===== config.mk =====
export PLATFORM = sky130hd
export DESIGN_NAME = ess_sequencer
export DESIGN_NICKNAME = d
export VERILOG_FILES = /design/src/inc/ess_pkg.sv /design/src/design/ess_tick.sv /design/src/design/ess_sync.sv /design/src/design/ess_sequencer.sv
export SDC_FILE = /design/constraint.sdc
export NUM_CORES = 1
export LEC_CHECK = 0
export BUFFER_PORTS_ARGS = -buffer_cell sky130_fd_sc_hd__buf_2
export CELL_PAD_IN_SITES_DETAIL_PLACEMENT = 0
export CELL_PAD_IN_SITES_GLOBAL_PLACEMENT = 1
export CORE_UTILIZATION = 42
export CTS_BUF_LIST = sky130_fd_sc_hd__clkbuf_4
export CTS_CLUSTER_DIAMETER = 40
export DETAILED_ROUTE_END_ITERATION = 7
export GPL_ROUTABILITY_DRIVEN = 0
export PLACE_DENSITY_LB_ADDON = 0.3
export SYNTH_ARGS = -nofsm -noshare
export SYNTH_HDL_FRONTEND = slang
export SYNTH_HIERARCHICAL = 1
export SYNTH_SLANG_ARGS = --single-unit

===== constraint.sdc =====
create_clock -name clk -period 18.43 [get_ports clk]
set_input_delay 3.686 -clock clk [delete_from_list [all_inputs] [get_ports clk]]
set_output_delay 3.686 -clock clk [all_outputs]
set_load 0.02 [all_outputs]

===== src/inc/ess_pkg.sv =====
/*
 * Package for the engine start/stop sequencer: state codes, passcode constants,
 * timer widths and the one-second time base.
 * Assumes a single 40 MHz controller clock.
 */
package ess_pkg;
    // ==========================================================
    // time base
    localparam int CLK_HZ = 40000000;
    localparam int TICK_S = 1;
    localparam int TICK_CYCLES = CLK_HZ * TICK_S;
    localparam int SEC_W = 17;
    localparam int HOLD_SECONDS = 2;
    localparam int DOUBLE_SECONDS = 1;
    // ==========================================================
    // passcode
    localparam int DIGITS = 4;
    localparam logic [15:0] CODE_CLEAR = 16'h0000;
    // ==========================================================
    // sequencer states
    typedef enum logic [21:0] {
        S_STABILIZE  = 22'h000001,
        S_STOPPED    = 22'h000002,
        S_STANDBY    = 22'h000004,
        S_WAIT_START = 22'h000008,
        S_AUTO_START = 22'h000010,
        S_PRESTART1  = 22'h000020,
        S_SAFE_CHECK = 22'h000040,
        S_PRESTART2  = 22'h000080,
        S_CRANK      = 22'h000100,
        S_CRANK_REST = 22'h000200,
        S_FALSE_CHK  = 22'h000400,
        S_WARMUP     = 22'h000800,
        S_FILL1      = 22'h001000,
        S_FILL2      = 22'h002000,
        S_RUNNING    = 22'h004000,
        S_AUTO_STOP  = 22'h008000,
        S_COOLDOWN   = 22'h010000,
        S_ETS        = 22'h020000,
        S_SPINDOWN   = 22'h040000,
        S_FAULT      = 22'h080000,
        S_SPARE0     = 22'h100000,
        S_SPARE1     = 22'h200000
    } ess_state_type;
    // timer select index into the duration table
    localparam int T_STAB = 0;
    localparam int T_STOP = 1;
    localparam int T_STBY = 2;
    localparam int T_PRE1 = 3;
    localparam int T_PRE2 = 4;
    localparam int T_CRNK = 5;
    localparam int T_REST = 6;
    localparam int T_WARM = 7;
    localparam int T_FIL1 = 8;
    localparam int T_FIL2 = 9;
    localparam int T_COOL = 10;
    localparam int T_ETS = 11;
    localparam int T_SPIN = 12;
    localparam int T_ASTA = 13;
    localparam int T_ASTO = 14;
    localparam int NTIMERS = 15;
endpackage


===== src/design/ess_tick.sv =====
/*
 * One-second tick generator: a one-cycle pulse every TICK_CYCLES clocks.
 * Assumes clk at the package rate.
 */
`timescale 1ns/1ps
module ess_tick
    import ess_pkg::*;
#(
    parameter int CYCLES = TICK_CYCLES
) (
    // clock and reset
    input wire logic clk,
    input wire logic rst_b,
    // tick out
    output logic tick
);
    logic [31:0] count;
    wire logic wrap = (count == 32'(CYCLES - 1));

    always_ff @(posedge clk or negedge rst_b) begin
        if (!rst_b) begin
            count <= 32'h00000000;
            tick <= 1'b0;
        end else begin
            count <= wrap ? 32'h00000000 : count + 32'h00000001;
            tick <= wrap;
        end
    end
endmodule


===== src/design/ess_sync.sv =====
/*
 * Three-stage synchroniser for one pin input; the output changes only
 * once the second and third stages agree.
 * Assumes an asynchronous source.
 */
`timescale 1ns/1ps
module ess_sync (
    // clock and reset
    input wire logic clk,
    input wire logic rst_b,
    // pin and clean level
    input wire logic pin,
    output logic level
);
    logic s1;
    logic s2;
    logic s3;

    always_ff @(posedge clk or negedge rst_b) begin
        if (!rst_b) begin
            s1 <= 1'b0;
            s2 <= 1'b0;
            s3 <= 1'b0;
            level <= 1'b0;
        end else begin
            s1 <= pin;
            s2 <= s1;
            s3 <= s2;
            if (s2 == s3) begin
                level <= s3;
            end
        end
    end
endmodule


===== src/design/ess_sequencer.sv =====
/*
 * Engine start/stop sequencer top: state machine, delay timers, mode keys,
 * passcode entry and settings gate.
 * Assumes keys and contacts arrive as raw pins, durations as static
 * settings in seconds, and engine status flags from the same clock.
 */
`timescale 1ns/1ps
module ess_sequencer
    import ess_pkg::*;
#(
    parameter int TICK = TICK_CYCLES,
    parameter int SPEED_W = 16
) (
    // clock and reset
    input wire logic clk,
    input wire logic rst_b,
    // operator key pins and auto start contact
    input wire logic key_start_pin,
    input wire logic key_stop_pin,
    input wire logic key_auto_pin,
    input wire logic key_enter_pin,
    input wire logic auto_start_pin,
    // passcode entry
    input wire logic [3:0] digit_value,
    input wire logic menu_open,
    input wire logic [15:0] passcode,
    input wire logic aftertreat_menu,
    input wire logic setting_write,
    // programmed durations, seconds, zero means skip
    input wire logic [NTIMERS*SEC_W-1:0] durations,
    input wire logic crank_through,
    // engine status
    input wire logic engine_not_ready,
    input wire logic safe_to_start,
    input wire logic engine_started,
    input wire logic above_cutout,
    input wire logic fault,
    input wire logic link_ok,
    input wire logic fill1_reached,
    input wire logic fill2_reached,
    input wire logic [SPEED_W-1:0] warmup_speed,
    input wire logic [SPEED_W-1:0] min_speed,
    // outputs
    output ess_state_type state,
    output logic auto_mode,
    output logic prestart_out,
    output logic ecu_enable,
    output logic crank_out,
    output logic backlight_on,
    output logic heater_on,
    output logic transceiver_on,
    output logic [SPEED_W-1:0] speed_cmd,
    output logic speed_cmd_valid,
    output logic confirm_pending,
    output logic [15:0] code_entry,
    output logic unlocked,
    output logic setting_accept
);
    // ==========================================================
    // inputs and time base
    logic k_start;
    logic k_stop;
    logic k_auto;
    logic k_enter;
    logic auto_req;
    logic tick;
    logic k_start_d;
    logic k_stop_d;
    logic k_auto_d;
    logic k_enter_d;

    ess_sync u_s0 (.clk(clk), .rst_b(rst_b), .pin(key_start_pin), .level(k_start));
    ess_sync u_s1 (.clk(clk), .rst_b(rst_b), .pin(key_stop_pin), .level(k_stop));
    ess_sync u_s2 (.clk(clk), .rst_b(rst_b), .pin(key_auto_pin), .level(k_auto));
    ess_sync u_s3 (.clk(clk), .rst_b(rst_b), .pin(key_enter_pin), .level(k_enter));
    ess_sync u_s4 (.clk(clk), .rst_b(rst_b), .pin(auto_start_pin), .level(auto_req));
    ess_tick #(.CYCLES(TICK)) u_tick (.clk(clk), .rst_b(rst_b), .tick(tick));

    wire logic p_start = k_start & ~k_start_d;
    wire logic p_stop = k_stop & ~k_stop_d;
    wire logic p_auto = k_auto & ~k_auto_d;
    wire logic p_enter = k_enter & ~k_enter_d;

    // ==========================================================
    // timer
    logic [SEC_W-1:0] secs;
    logic stop_key_cmd;
    logic skip_cool;
    logic [SEC_W-1:0] hold_secs;
    logic [SEC_W-1:0] since_stop;
    ess_state_type next_state;

    function automatic logic [SEC_W-1:0] dur(input int idx,
            input logic [NTIMERS*SEC_W-1:0] d);
        dur = d[idx*SEC_W +: SEC_W];
    endfunction

    // timer index for the current state
    logic [3:0] tsel;
    always_comb begin
        tsel = 4'(T_STAB);
        unique case (state)
            S_STOPPED: tsel = 4'(T_STOP);
            S_STANDBY: tsel = 4'(T_STBY);
            S_AUTO_START: tsel = 4'(T_ASTA);
            S_PRESTART1: tsel = 4'(T_PRE1);
            S_PRESTART2: tsel = 4'(T_PRE2);
            S_CRANK: tsel = 4'(T_CRNK);
            S_CRANK_REST: tsel = 4'(T_REST);
            S_WARMUP: tsel = 4'(T_WARM);
            S_FILL1: tsel = 4'(T_FIL1);
            S_FILL2: tsel = 4'(T_FIL2);
            S_AUTO_STOP: tsel = 4'(T_ASTO);
            S_COOLDOWN: tsel = 4'(T_COOL);
            S_ETS: tsel = 4'(T_ETS);
            S_SPINDOWN: tsel = 4'(T_SPIN);
            default: tsel = 4'(T_STAB);
        endcase
    end
    wire logic [SEC_W-1:0] limit = durations[32'(tsel)*SEC_W +: SEC_W];
    wire logic expired = (secs >= limit);
    wire logic skip_auto = ~auto_mode;
    wire logic start_cmd = p_start | (auto_mode & auto_req);
    wire logic stop_req = p_stop | (auto_mode & ~auto_req);

    // ==========================================================
    // next state
    // fixed order
    always_comb begin
        next_state = state;
        unique case (state)
            S_STABILIZE: if (expired) next_state = S_STOPPED;
            S_STOPPED: begin
                if (start_cmd) begin
                    next_state = engine_not_ready ? S_WAIT_START :
                        (auto_mode & ~p_start) ? S_AUTO_START : S_PRESTART1;
                end else if (expired && dur(T_STBY, durations) != '0) begin
                    next_state = S_STANDBY;
                end
            end
            S_STANDBY: begin
                if (start_cmd) next_state = S_STABILIZE;
                else if (expired) next_state = S_STABILIZE;
            end
            S_WAIT_START: if (!engine_not_ready) next_state = S_PRESTART1;
            S_AUTO_START: begin
                if (!auto_req || !auto_mode) next_state = S_STOPPED;
                else if (expired) next_state = S_PRESTART1;
            end
            S_PRESTART1: if (expired) next_state = S_SAFE_CHECK;
            S_SAFE_CHECK: if (safe_to_start) next_state = S_PRESTART2;
            S_PRESTART2: begin
                if (fault || !link_ok) next_state = S_FAULT;
                else if (expired) next_state = S_CRANK;
            end
            S_CRANK: begin
                if (engine_started) next_state = S_FALSE_CHK;
                else if (expired) next_state = S_CRANK_REST;
            end
            S_CRANK_REST: if (expired) next_state = S_CRANK;
            S_FALSE_CHK: next_state = above_cutout ?
                (skip_auto ? S_RUNNING : S_WARMUP) : S_CRANK_REST;
            S_WARMUP: if (expired || skip_auto) next_state = S_FILL1;
            S_FILL1: if (expired || fill1_reached || skip_auto) next_state = S_FILL2;
            S_FILL2: if (expired || fill2_reached || skip_auto) next_state = S_RUNNING;
            S_RUNNING: begin
                if (p_stop) next_state = skip_cool ? S_ETS : S_COOLDOWN;
                else if (stop_req) next_state = S_AUTO_STOP;
            end
            S_AUTO_STOP: begin
                if (p_stop) next_state = S_COOLDOWN;
                else if (auto_req) next_state = S_RUNNING;
                else if (expired) next_state = S_COOLDOWN;
            end
            S_COOLDOWN: if (expired || skip_auto || skip_cool) next_state = S_ETS;
            S_ETS: if (expired) next_state = S_SPINDOWN;
            S_SPINDOWN: if (expired) next_state = S_STABILIZE;
            S_FAULT: if (p_enter) next_state = S_STOPPED;
            default: next_state = S_STABILIZE;
        endcase
        if (p_stop && state != S_RUNNING && state != S_AUTO_STOP &&
                (state & (S_AUTO_START | S_PRESTART1 | S_SAFE_CHECK |
                S_PRESTART2 | S_CRANK | S_CRANK_REST | S_WAIT_START)) != '0) begin
            next_state = S_STOPPED;
        end
        if (next_state != state && next_state != S_STOPPED &&
                next_state != S_STANDBY && dur(T_CRNK, durations) == '0 &&
                next_state == S_CRANK) begin
            next_state = S_FALSE_CHK;
        end
    end

    // ==========================================================
    // registers
    always_ff @(posedge clk or negedge rst_b) begin
        if (!rst_b) begin
            state <= S_STABILIZE;
            secs <= '0;
            k_start_d <= 1'b0;
            k_stop_d <= 1'b0;
            k_auto_d <= 1'b0;
            k_enter_d <= 1'b0;
        end else begin
            k_start_d <= k_start;
            k_stop_d <= k_stop;
            k_auto_d <= k_auto;
            k_enter_d <= p_enter ? 1'b1 : k_enter;
            state <= next_state;
            if (next_state != state) secs <= '0;
            else if (tick) secs <= secs + SEC_W'(1);
        end
    end

    // stop key double press and hold, auto mode only
    always_ff @(posedge clk or negedge rst_b) begin
        if (!rst_b) begin
            hold_secs <= '0;
            since_stop <= '1;
            skip_cool <= 1'b0;
            stop_key_cmd <= 1'b0;
        end else begin
            hold_secs <= !k_stop ? '0 : (tick ? hold_secs + SEC_W'(1) : hold_secs);
            if (p_stop) since_stop <= '0;
            else if (tick && since_stop != '1) since_stop <= since_stop + SEC_W'(1);
            // double or held press; inclusive so a tick between presses can't hide it
            if (state == S_STOPPED || state == S_STABILIZE) skip_cool <= 1'b0;
            else if (auto_mode && ((p_stop && since_stop <= SEC_W'(DOUBLE_SECONDS)) ||
                    hold_secs >= SEC_W'(HOLD_SECONDS))) skip_cool <= 1'b1;
            if (p_stop && state != S_STOPPED) stop_key_cmd <= 1'b1;
            else if (state == S_STOPPED) stop_key_cmd <= 1'b0;
        end
    end

    // ==========================================================
    // mode
    always_ff @(posedge clk or negedge rst_b) begin
        if (!rst_b) begin
            auto_mode <= 1'b0;
            confirm_pending <= 1'b0;
        end else begin
            if (stop_key_cmd && next_state == S_STOPPED && state != S_STOPPED) begin
                auto_mode <= 1'b0;
                confirm_pending <= 1'b0;
            end else if (p_auto) begin
                if (auto_mode) auto_mode <= 1'b0;
                else confirm_pending <= ~confirm_pending;
            end else if (confirm_pending && p_enter) begin
                auto_mode <= 1'b1;
                confirm_pending <= 1'b0;
            end
        end
    end
    // start key acts in both modes via start_cmd

    // ==========================================================
    // outputs
    wire logic in_pre2 = (state == S_PRESTART2);
    wire logic [SPEED_W-1:0] warm_clamped = (warmup_speed < min_speed) ?
        min_speed : warmup_speed;
    always_ff @(posedge clk or negedge rst_b) begin
        if (!rst_b) begin
            prestart_out <= 1'b0;
            ecu_enable <= 1'b0;
            crank_out <= 1'b0;
            backlight_on <= 1'b1;
            heater_on <= 1'b1;
            transceiver_on <= 1'b1;
            speed_cmd <= '0;
            speed_cmd_valid <= 1'b0;
        end else begin
            if (next_state == S_PRESTART1 || next_state == S_PRESTART2) prestart_out <= 1'b1;
            else if (crank_through && (in_pre2 || state == S_CRANK ||
                    state == S_CRANK_REST) && !engine_started) prestart_out <= 1'b1;
            else prestart_out <= 1'b0;
            if (next_state == S_STABILIZE) ecu_enable <= 1'b1;
            else if (next_state == S_STANDBY || next_state == S_ETS ||
                    next_state == S_SPINDOWN) ecu_enable <= 1'b0;
            crank_out <= (next_state == S_CRANK);
            backlight_on <= (next_state != S_STANDBY);
            heater_on <= (next_state != S_STANDBY);
            transceiver_on <= (next_state != S_STANDBY);
            speed_cmd_valid <= auto_mode && next_state == S_WARMUP;
            speed_cmd <= warm_clamped;
        end
    end

    // ==========================================================
    // passcode entry and settings gate
    logic [1:0] digit_pos;
    wire logic [3:0] want = passcode[4'(12 - 4*digit_pos) +: 4];
    always_ff @(posedge clk or negedge rst_b) begin
        if (!rst_b) begin
            digit_pos <= 2'h0;
            code_entry <= CODE_CLEAR;
            unlocked <= 1'b0;
            setting_accept <= 1'b0;
        end else begin
            if (!menu_open) begin
                digit_pos <= 2'h0;
                code_entry <= CODE_CLEAR;
                unlocked <= 1'b0;
            end else if (p_enter && !unlocked && !confirm_pending) begin
                if (digit_value != want) begin
                    digit_pos <= 2'h0;
                    code_entry <= CODE_CLEAR;
                end else begin
                    code_entry[4'(12 - 4*digit_pos) +: 4] <= digit_value;
                    digit_pos <= digit_pos + 2'h1;
                    if (digit_pos == 2'(DIGITS - 1)) unlocked <= 1'b1;
                end
            end
            setting_accept <= setting_write && unlocked &&
                (state == S_STOPPED || aftertreat_menu);
        end
    end
endmodule


# --- Word level (Yosys, flattened, before mapping) ---
# Index checks and enable logic that the tools add are counted.
word_totals:
  reg_bits: 175
  inputBits: 326
  out_inout_bits: 65
  elab_cells: 253
op_classes:
  addsub: 7
  mul: 1
  order_cmp: 4
  eq_ne: 52
  shifts: 4
  muxes: 69
  bitwise: 17
  n_reduce_logical: 55
ops:
  columns: ["cell", "n"]
  rows:
  - ["two-way mux 22 bit", 27]
  - ["one-hot mux 22 bit (20 select lines)", 1]
  - ["variable part select 255 x 10 -> 17 bit", 1]
  - ["two-way mux 17 bit", 6]
  - ["equality test 22 x 9 -> 1 bit, second input constant", 3]
  - ["two-way mux 16 bit", 4]
  - ["one-hot mux 4 bit (14 select lines)", 1]
  - ["adder 17 x 1 -> 17 bit, second input constant", 3]
  - ["equality test 22 x 1 -> 1 bit, second input constant", 2]
  - ["equality test 22 x 12 -> 1 bit, second input constant", 2]
  - ["equality test 22 x 18 -> 1 bit, second input constant", 2]
  - ["equality test 22 x 19 -> 1 bit, second input constant", 2]
  - ["equality test 22 x 2 -> 1 bit, second input constant", 2]
  - ["equality test 22 x 3 -> 1 bit, second input constant", 2]
  - ["equality test 22 x 6 -> 1 bit, second input constant", 2]
  - ["equality test 22 x 8 -> 1 bit, second input constant", 2]
  - ["!= test 22 x 2 -> 1 bit, second input constant", 2]
  - ["!= test 22 bit", 2]
  - ["!= test 22 x 3 -> 1 bit, second input constant", 2]
  - ["adder 32 x 1 -> 32 bit, second input constant", 1]
  - ["equality test 32 x 26 -> 1 bit, second input constant", 1]
  - ["two-way mux 32 bit", 1]
  - ["two-way mux 15 bit", 2]
  - ["equality test 22 x 10 -> 1 bit, second input constant", 1]
  - ["other kinds (48)", 135]

# --- Longest topological paths before layout ---
# Gate-level depths: netlist of run 1.
depth:
  depth_word: 21
  mapped_depth: 27
  ltp_nobuf: 21

# --- By module ---
# The synthesis of run 1 kept the hierarchy.
modules_own_cells:
  columns: ["mod", "instances", "cells_each", "area_each_um2", "seq_area_each_um2"]
  rows:
  - ["ess_sequencer", 1, 1371, 10359.9, 3076.7]
  - ["ess_tick", 1, 167, 1699.1, 825.8]
  - ["ess_sync", 5, 5, 111.4, 100.1]

# --- Worst setup path before layout of run 1 ---
# Ideal clock, no wire load.
synth_timing:
  kind: "input port to flip-flop"
  from: "input port durations[31]"
  to: "register state[10]"
  setup_ns: 0.120
  arrival_ns: 7.029
  t_required_ns: 18.310
  slack_ns: 11.281
  cell_stages: 17
  cell_sequence: "and2_1 > a211oi_1 > a311o_1 > a21oi_1 > a21oi_1 > ha_1 > a21oi_1 > nor2b_1 > o21ai_0 > nor3b_1 > and2_1 > clkbuf_1 > nand2_1 > a2111oi_2 > o2111ai_1 > buf_2 > a31o_1"
synth_between:
  elab_chain_cells: 13
  elab_cells_between_ends: 40
synth_rtl:
  columns: ["element", "line", "text"]
  rows:
  - ["start: declaration", "ess_sequencer.sv:30", "input wire logic [NTIMERS*SEC_W-1:0] durations,"]
  - ["variable part select 255 x 10 -> 17 bit (*)", "ess_sequencer.sv:120", "wire logic [SEC_W-1:0] limit = durations[32'(tsel)*SEC_W +: SEC_W];"]
  - [">= comparator 17 bit (*)", "ess_sequencer.sv:121", "wire logic expired = (secs >= limit);"]
  - ["two-way mux 22 bit, or another cell as far along", "ess_sequencer.sv:173", "else if (expired) next_state = S_COOLDOWN;"]
  - ["two-way mux 22 bit, or another cell as far along", "ess_sequencer.sv:172", "else if (auto_req) next_state = S_RUNNING;"]
  - ["two-way mux 22 bit, on equally long branches", null, null]
  - ["one-hot mux 22 bit (20 select lines) (*)", "ess_sequencer.sv:131", "unique case (state)"]
  - ["two-way mux 22 bit (*)", "ess_sequencer.sv:181", "if (p_stop && state != S_RUNNING && state != S_AUTO_STOP &&"]
  - ["!= test 22 bit / != test 22 x 2 -> 1 bit (equally long branches)", "ess_sequencer.sv:186", "if (next_state != state && next_state != S_STOPPED &&"]
  - ["logical AND 1 bit (2 in a row)", "ess_sequencer.sv:186", null]
  - ["logical AND 1 bit (2 in a row)", "ess_sequencer.sv:187", "next_state != S_STANDBY && dur(T_CRNK, durations) == '0 &&"]
  - ["two-way mux 22 bit (*)", "ess_sequencer.sv:186", null]
  - ["named net next_state[10]", "ess_sequencer.sv:91", "ess_state_type next_state;"]
  - ["end signal: assignment", "ess_sequencer.sv:208", "state <= next_state;"]
  - ["end: declaration", "ess_sequencer.sv:44", "output ess_state_type state,"]
# The timed path passes the listed nets; every way through them passes the cells marked *.
# A chain may end at the register's enable or synchronous reset.

# --- Worst setup path after layout of run 1 ---
layout_timing:
  from: "register state[17]"
  to: "register state[10]"
layout_between:
  elab_chain_cells: 16
  elab_cells_between_ends: 72
layout_rtl:
  columns: ["element", "line", "text"]
  rows:
  - ["equality test 22 x 19 -> 1 bit, or another cell as far along", "ess_sequencer.sv:102, ess_sequencer.sv:131", null]
  - ["one-hot mux 4 bit (14 select lines)", "ess_sequencer.sv:102", "unique case (state)"]
  - ["multiplier 4 x 5 -> 9 bit", "ess_sequencer.sv:120", null]
  - ["variable part select 255 x 10 -> 17 bit", "ess_sequencer.sv:120", null]
  - [">= comparator 17 bit", "ess_sequencer.sv:121", null]
  - ["two-way mux 22 bit, or another cell as far along", "ess_sequencer.sv:173", null]
  - ["two-way mux 22 bit, or another cell as far along", "ess_sequencer.sv:172", null]
  - ["two-way mux 22 bit, on equally long branches", null, null]
  - ["one-hot mux 22 bit (20 select lines)", "ess_sequencer.sv:131", null]
  - ["two-way mux 22 bit", "ess_sequencer.sv:181", null]
  - ["!= test 22 bit / != test 22 x 2 -> 1 bit (equally long branches)", "ess_sequencer.sv:186", null]
  - ["logical AND 1 bit (2 in a row)", "ess_sequencer.sv:186", null]
  - ["logical AND 1 bit (2 in a row)", "ess_sequencer.sv:187", null]
  - ["two-way mux 22 bit (*)", "ess_sequencer.sv:186", null]
  - ["named net next_state[10]", "ess_sequencer.sv:91", null]
# Marks and branches as above.

==> metrics.yaml, run 1 <==
yosys.area.top_type_share_pct: 30.94
drive_gt1_share_pct: 27.28
finalSetupViolations: 0
ys_seq_elements: 175
overflow: 0
crit_path_end_kind: "register"
synth-edff-count: 0
io_buffer_count: 390
routed_wl_um: 44350
maxCapViolCount: 0
die_x_um: 175.3
powerDensity_nw_per_um2: 51.89
fin_nets: 2263
timing.fmax_mhz: 123.4
synth_xor_area_share_pct: 5.068
power.leakage_nw: 7.021
skew_ns: 0.05253
path_clk_slew_ns: 0.18
cp_num_buf_inv: 2
synthMuxAreaShare_pct: 2.460
worstPathCellList: "or4_1 > nor3_4 > nand4_1 > nand4b_1 > or3_4 > buf_4 > nand2_1 > a311o_1 > a21oi_1 > a21oi_1 > ha_1 > a21oi_1 > nor2b_1 > o21ai_0 > nor3b_1 > nand2_1 > a211oi_1 > a21oi_1 > a2111oi_2 > o2111ai_1 > buf_4 > a31o_1"
ys_async_sr_fraction_pct: 100.0
avgSynthCellArea_um2: 8.072
cts_buffers: 17
min_period_over_period_pct: 43.98
finish.utilization_pct: 51.22
place_hpwl_um: 33960
synth_area_leaders: "dfrtp_1 31%, nand2_1 7.3%, nor2_1 5.4%"
dpl-instance-area_um2: 14790
synth_warnings: 6
die-area_um2: 30740
synth_compound_area_share_pct: 17.15
synth_top_family_by_area: "simple AND/OR/NAND/NOR gates"
max_slew_margin_pct: 19.62
root_buffer: "clkbuf_4"
row_count: 63
slew_viol_final: 0
post_cts_resized: 0
core-area_um2: 29560
wl_per_cell_um: 19.29
drcViolationCount: 0
post-route-min-period_ns: 8.105
ys.flop_type: "dfrtp_1"
fin_area_um2: 15140
dr.pass1.iters: 7
grt_max_degree: 111
drtIter0Drc: 1242
detail-route-antenna-nets: 0
grt_usage_pct: 28.15
cts_hold_buf: 0
outcome: "completed"
netlist_instances: 1563
hold_ws_ns: 0.3730
grt_pass1_vias: 12280
cts_tree: "built"
yosys.area.top_type: "dfrtp_1"
tns_ns: 0
total_power_mw: 0.7857
synth-simple-area-share_pct: 31.35
irDropWorstVdd_uv: 41.64
ys_seq_area_share_pct: 34.90
path_max_fanout: 86
synthAdderAreaFrac_pct: 4.810
critical-path-max-stage-delay_ns: 0.86
final_hold_viol_count: 0
worstSetupStartpointType: "register"
yosysMostFrequentCell: "nand2_1"
grt_first_pass_wirelength_um: 68210
areaGrowthSynthToFinish_pct: 20.00
vias_per_cell: 5.756
start_util_pct: 42.68
synth_area_um2: 12620
hp-class: "reg2reg"
clock-sinks: 175
crit_required_ns: 18.92
vias: 13230
cp_slowest_cell: "nor3b_1"
critPathKind: "reg2reg"
reg2reg_setup_slack_ns: 10.33
antenna_found_initial: 2
cts_buffer_depth: 2
synth_cell_type_count: 95
ios: 391
die_h_um: 175.3
path_delay_family: "simple AND/OR/NAND/NOR gates"
rsz0062_at_grt: "no"
synth_common_cells: "245 x nand2_1, 183 x nor2_1, 156 x dfrtp_1"
cts_setup_buffers: 0
path_common_cell: "a21oi_1"
tightestPinTransition_ns: 1.206
clock_latency_ns: 0.61
htree_levels: 4
timing.critical_path.arrival_ns: 8.60
state kept, by name (all words and copies together) (netlist names), 2 cells and up:
signal and flops:
u_tick/count 32, digit_pos 2, since_stop 17, speed_cmd 16, secs 17, code_entry 16
state 22, hold_secs 17
cells by family (layout without fill, tap and decap cells):
group | Yosys count | after routing
muxes | 24 | 24
xor gates and xnor gates | 73 | 73
other | 1 | 5
DFF | 175 | 175
buffers and inverters | 131 | 473
and+or+nand+nor | 784 | 784
adders and majority gates | 49 | 49
AOI/OAI and AO/OA | 326 | 326
area by class of cell:
cell class,instances,area (µm²)
antenna,3,7.507
clock buffer,17,127.6
clock inverter,15,210.2
fill,2921,14420
inverter,41,153.9
multi-input combinational,1258,7716
sequential,175,4403
tap,390,488.0
timing repair buffer,400,2033
per-layer routing:
| metal | routed length [µm] | track usage (%) | share of wire (%) | vias to the layer above |
|---|---|---|---|---|
| met4 | 1493 | 9.891 | 3.4 | 2 |
| met5 | 13 | 0 | 0.029 | - |
| li1 | - | - | - | 6286 |
| met1 | 18220 | 36.44 | 41 | 6132 |
| met3 | 3856 | 6.039 | 8.7 | 111 |
| met2 | 20770 | 46.36 | 47 | 701 |
final timing paths:
kind,startpoint,to,cells past startpoint
max,state[17],state[10],22
min,u_s0/s1,u_s0/s2,0
max reg2reg,state[17],state[10],22
min reg2reg,u_s0/s1,u_s0/s2,0
max in group asynchronous,rst_b,secs[3],2
min in group asynchronous,rst_b,code_entry[0],1
worst register-to-register path, stage by stage (launching register included):
cell	delay [ns]
dfrtp_1	0.59
or4_1	0.68
nor3_4	0.50
nand4_1	0.37
nand4b_1	0.27
or3_4	0.72
buf_4	0.56
nand2_1	0.15
a311o_1	0.39
a21oi_1	0.13
a21oi_1	0.08
ha_1	0.36
a21oi_1	0.14
nor2b_1	0.06
o21ai_0	0.20
nor3b_1	0.86
nand2_1	0.49
a211oi_1	0.33
a21oi_1	0.08
a2111oi_2	0.40
o2111ai_1	0.18
buf_4	0.25
a31o_1	0.22
layout by cell type, fill, tap and decap left out, types with 16 or more instances in the layout:
| cell | Yosys | routed |
|---|---|---|
| a21oi_1 | 134 | 134 |
| and2_1 | 20 | 20 |
| nand4_1 | 44 | 44 |
| xor2_1 | 39 | 39 |
| nand3_1 | 86 | 84 |
| nand3b_1 | 20 | 20 |
| clkbuf_4 | 0 | 17 |
| a211oi_1 | 25 | 25 |
| nor4_1 | 31 | 31 |
| nor3_1 | 30 | 29 |
| a311o_1 | 16 | 16 |
| xnor2_1 | 34 | 34 |
| ha_1 | 44 | 44 |
| inv_1 | 40 | 40 |
| o211ai_1 | 23 | 23 |
| nand2_1 | 245 | 245 |
| dfstp_2 | 19 | 19 |
| o21ai_0 | 39 | 39 |
| a22o_1 | 17 | 17 |
| or3_1 | 20 | 19 |
| dfrtp_1 | 156 | 156 |
| nor2_1 | 183 | 183 |
| buf_2 | 10 | 389 |
| mux2_2 | 16 | 16 |
stage by stage:
| stage | setup WS, ns | cells |
|---|---|---|
| floorplan | 11.28 | 1564 |
| global placement | 9.911 | 2264 |
| detailed placement | 9.848 | 2264 |
| finish | 10.33 | 2299 |
| CTS | 10.49 | 2296 |
| global route | 9.829 | 2298 |
power breakdown:
| group | switching [mW] | total (mW) | internal, mW |
|---|---|---|---|
| sequential | 0.0130 | 0.408 | 0.395 |
| clock | 0.168 | 0.236 | 0.0679 |
| combinational | 0.0804 | 0.142 | 0.0614 |
No activity file was read; power rests on OpenSTA's default activity.
==> inputs of run 2 (changes only) <==
--- a/config.mk
+++ b/config.mk
@@ -5,10 +5,11 @@
 export SDC_FILE = /design/constraint.sdc
 export NUM_CORES = 1
 export LEC_CHECK = 0
+export ABC_AREA = 1
 export BUFFER_PORTS_ARGS = -buffer_cell sky130_fd_sc_hd__buf_2
 export CELL_PAD_IN_SITES_DETAIL_PLACEMENT = 0
 export CELL_PAD_IN_SITES_GLOBAL_PLACEMENT = 1
-export CORE_UTILIZATION = 42
+export CORE_UTILIZATION = 34
 export CTS_BUF_LIST = sky130_fd_sc_hd__clkbuf_4
 export CTS_CLUSTER_DIAMETER = 40
 export DETAILED_ROUTE_END_ITERATION = 7
==> constraint.sdc (replaced) <==
create_clock -name clk -period 7.45 [get_ports clk]
set_input_delay 1.49 -clock clk [delete_from_list [all_inputs] [get_ports clk]]
set_output_delay 1.49 -clock clk [all_outputs]
set_load 0.02 [all_outputs]
==> run 2 against run 1 <==
The flow now finishes with violations (DRC). Wire length increased by 29%. Via count increased by 21%. Worst setup slack got worse by 9.1 ns. Synthesized area increased by 11%. Flip-flop and latch count unchanged. Sequential power increased by 140%. Global-route usage decreased by 1.3 points. Sequential share of layout area decreased by 2.8 points. Combinational power increased to 2.7 times the previous value. Worst hold slack got worse by 0.0047 ns. Critical path type unchanged. Critical endpoint is now secs[2].
==> metrics.yaml, run 2 <==
drive_gt1_share_pct: 22.40  # -4.9 points
layout_commonest_cell: "nand2_1"
post-route-min-period_ns: 6.274  # -1.831 ns
largest_register_ffs: 32  # unchanged
vias: 16040  # +21%
regArea_um2: 4403  # unchanged
die_x_um: 204.7  # +17%
row_count: 73  # +16%
critPathKind: "reg2reg"
reg2regPathDepth: 32  # +45%
ys.flop_type: "dfrtp_1"
hold_depth: 0  # unchanged
synth_cell_type_count: 65  # -32%
antenna_found_initial: 14  # +12
finalSetupViolations: 0  # unchanged
cts_tree: "built"
htree_levels: 4  # unchanged
synth-edff-count: 0  # unchanged
irDropWorstVdd_uv: 92.95  # +120%
cts_setup_buffers: 0  # unchanged
slew_viol_final: 0  # unchanged
yosys.area.top_type_share_pct: 27.94  # -3.0 points
clock-sinks: 175  # unchanged
routed_wl_um: 57180  # +29%
wl_per_cell_um: 18.84  # -2.3%
maxCapViolCount: 0  # unchanged
die-area_um2: 41910  # +36%
synth_area_um2: 13970  # +11%
clock_latency_ns: 0.61  # about the same
overflow: 0  # unchanged
cp_num_buf_inv: 8  # +6
cp-startpoint: "state[15]"
r2r_start: "state[15]"
path_delay_family: "simple AND/OR/NAND/NOR gates"
dpl.cell_count: 2989  # +32%
vias_per_cell: 5.283  # -8.2%
cts_buffers: 17  # unchanged
fin_nets: 2853  # +26%
drcViolationCount: 7  # +7
die_h_um: 204.7  # +17%
ios: 391  # unchanged
cp_slowest_cell: "dfrtp_1"
drtIter0Drc: 1579  # +27%
ys_async_sr_fraction_pct: 100.0  # unchanged
rsz0062_at_grt: "no"
multiInputGateArea_um2: 8164  # +5.8%
final_hold_viol_count: 0  # unchanged
power.leakage_nw: 8.738  # +24%
skew_ns: 0.02886  # -0.02367 ns
grt_max_degree: 105  # -5.4%
ys_seq_area_share_pct: 31.52  # -3.4 points
crit_required_ns: 7.96  # -10.96 ns
reg2reg_setup_slack_ns: 1.18  # -9.15 ns
netlist_instances: 2124  # +36%
start_util_pct: 34.84  # -7.8 points
min_period_over_period_pct: 84.22  # +40 points
synth_common_cells: "493 x nand2_1, 323 x nor2_1, 261 x inv_1"
max_slew_margin_pct: 35.92  # +16 points
ys_seq_elements: 175  # unchanged
violations: "DRC"
grt_pass1_vias: 15480  # +26%
min_from: "u_s3/s1"
tns_ns: 0  # unchanged
layout_common_cells: "493 x nand2_1, 389 x buf_2, 323 x nor2_1"
place_hpwl_um: 45790  # +35%
root_buffer: "clkbuf_4"
cts_hold_buf: 0  # unchanged
final_cells: 3035  # +32%
post_cts_resized: 0  # unchanged
dr.pass1.iters: 8  # +1
areaGrowthSynthToFinish_pct: 19.85
path_max_fanout: 23  # -73%
timing.fmax_mhz: 159.4  # +29%
crit_path_end_kind: "register"
top_register: "u_tick/count"
hp-class: "reg2reg"
yosys.area.top_type: "dfrtp_1"
powerDensity_nw_per_um2: 117.6  # +130%
cts_buffer_depth: 2  # unchanged
core-area_um2: 40100  # +36%
synth_warnings: 6  # unchanged
path_clk_slew_ns: 0.16  # -0.02 ns
reg2reg_to: "secs[2]"
avgSynthCellArea_um2: 6.578  # -19%
critical-path-max-stage-delay_ns: 0.51  # -0.35 ns
path_common_cell: "nand2_1"
io_buffer_count: 390  # unchanged
grt_usage_pct: 26.82  # -1.3 points
yosysMostFrequentCell: "nand2_1"
top_regs: "u_tick/count x32, state x22"
timing.critical_path.arrival_ns: 6.78  # -1.82 ns
min_to: "u_s3/s2"
fillers: 4329  # +48%
grt_first_pass_wirelength_um: 86890  # +27%
worstSetupStartpointType: "register"
outcome: "complete, but fails checks"
detail-route-antenna-nets: 0  # unchanged
tightestPinTransition_ns: 0.9596  # -0.2461 ns
synth_area_leaders: "dfrtp_1 28%, nand2_1 13%, nor2_1 8.7%"
run 2: cell count changes after synthesis, moves of 23 or more:
| cell | before | now |
|---|---|---|
| a211oi_1 | 25 | 2 |
| a21oi_1 | 134 | 83 |
| clkbuf_1 | 61 | 35 |
| inv_1 | 40 | 261 |
| nand2_1 | 245 | 493 |
| nand3_1 | 86 | 145 |
| nor2_1 | 183 | 323 |
| o21ai_0 | 39 | 150 |
| xnor2_1 | 34 | 8 |
run 2: worst max path at each step:
stage / endpoint / slack (ns) / cells past startpoint
after floorplan: secs[10] / 2.91 / 36
after global placement: secs[0] / 1.47 / 32
after detailed placement: secs[2] / 1.41 / 35
after CTS: secs[2] / 1.36 / 35
after global routing: secs[4] / 0.61 / 34
final: secs[2] / 1.18 / 32
run 2: power by group:
part	switching [mW]	internal [mW]	total (mW)
clock network	0.402	0.183	0.585
logic	0.247	0.139	0.386
registers	0.0191	0.980	0.999
total	0.668	1.30	1.97
run 2: logic make-up after synthesis:
| group | after synthesis | synth area share [%] |
|---|---|---|
| and+or+nand+nor | 1164 | 37.48 |
| AOI/OAI and AO/OA | 358 | 15.07 |
| buffers and inverters | 354 | 10.21 |
| DFF | 175 | 31.52 |
| adders and majority gates | 44 | 3.941 |
| xor gates and xnor gates | 28 | 1.755 |
| other | 1 | 0.02684 |
run 2: metrics by stage:
stage / hold slack (ns) / setup WS, ns / cell area [µm²] / util [%] / power, mW
final: 0.3684 / 1.176 / 16740 / 41.76 / 1.970
after global routing: 0.3767 / 0.6108 / 16740 / 41.75 / 2.073
after CTS: 0.3733 / 1.361 / 16710 / 41.67 / 1.994
after detailed placement: 0.3358 / 1.414 / 16410 / 40.93 / 1.399
after global placement: 0.3337 / 1.474 / 16410 / 40.93 / 1.398
after floorplan: 0.3312 / 2.912 / 13970 / - / 1.193
run 2: cell type report:
cell class / count / area share, %
clock inverters: 15 / 1.016
repair buffers: 409 / 12.62
clock buffers: 17 / 0.7622
diodes: 14 / 0.2092
multi-input cells: 1596 / 48.76
inverters: 284 / 6.419
flip-flops and latches: 175 / 26.29
well taps: 525 / 3.923
run 2: worst register-to-register path, delay by kind of cell (launching register included):
kind | cells | cell delay (ns)
AND/OR/NAND/NOR | 20 | 3.60
adder cells (fa/ha/maj) | 1 | 0.31
AO/OA/AOI/OAI | 3 | 0.35
flip-flops | 1 | 0.51
buffers and inverters | 8 | 1.42
run 2: layer usage:
layer	up-vias	share of wire, %	track usage (%)
li1	7721	-	-
met3	151	7.3	4.629
met1	7434	40	32.40
met2	729	48	45.32
met5	-	0	0
met4	0	4.9	14.15
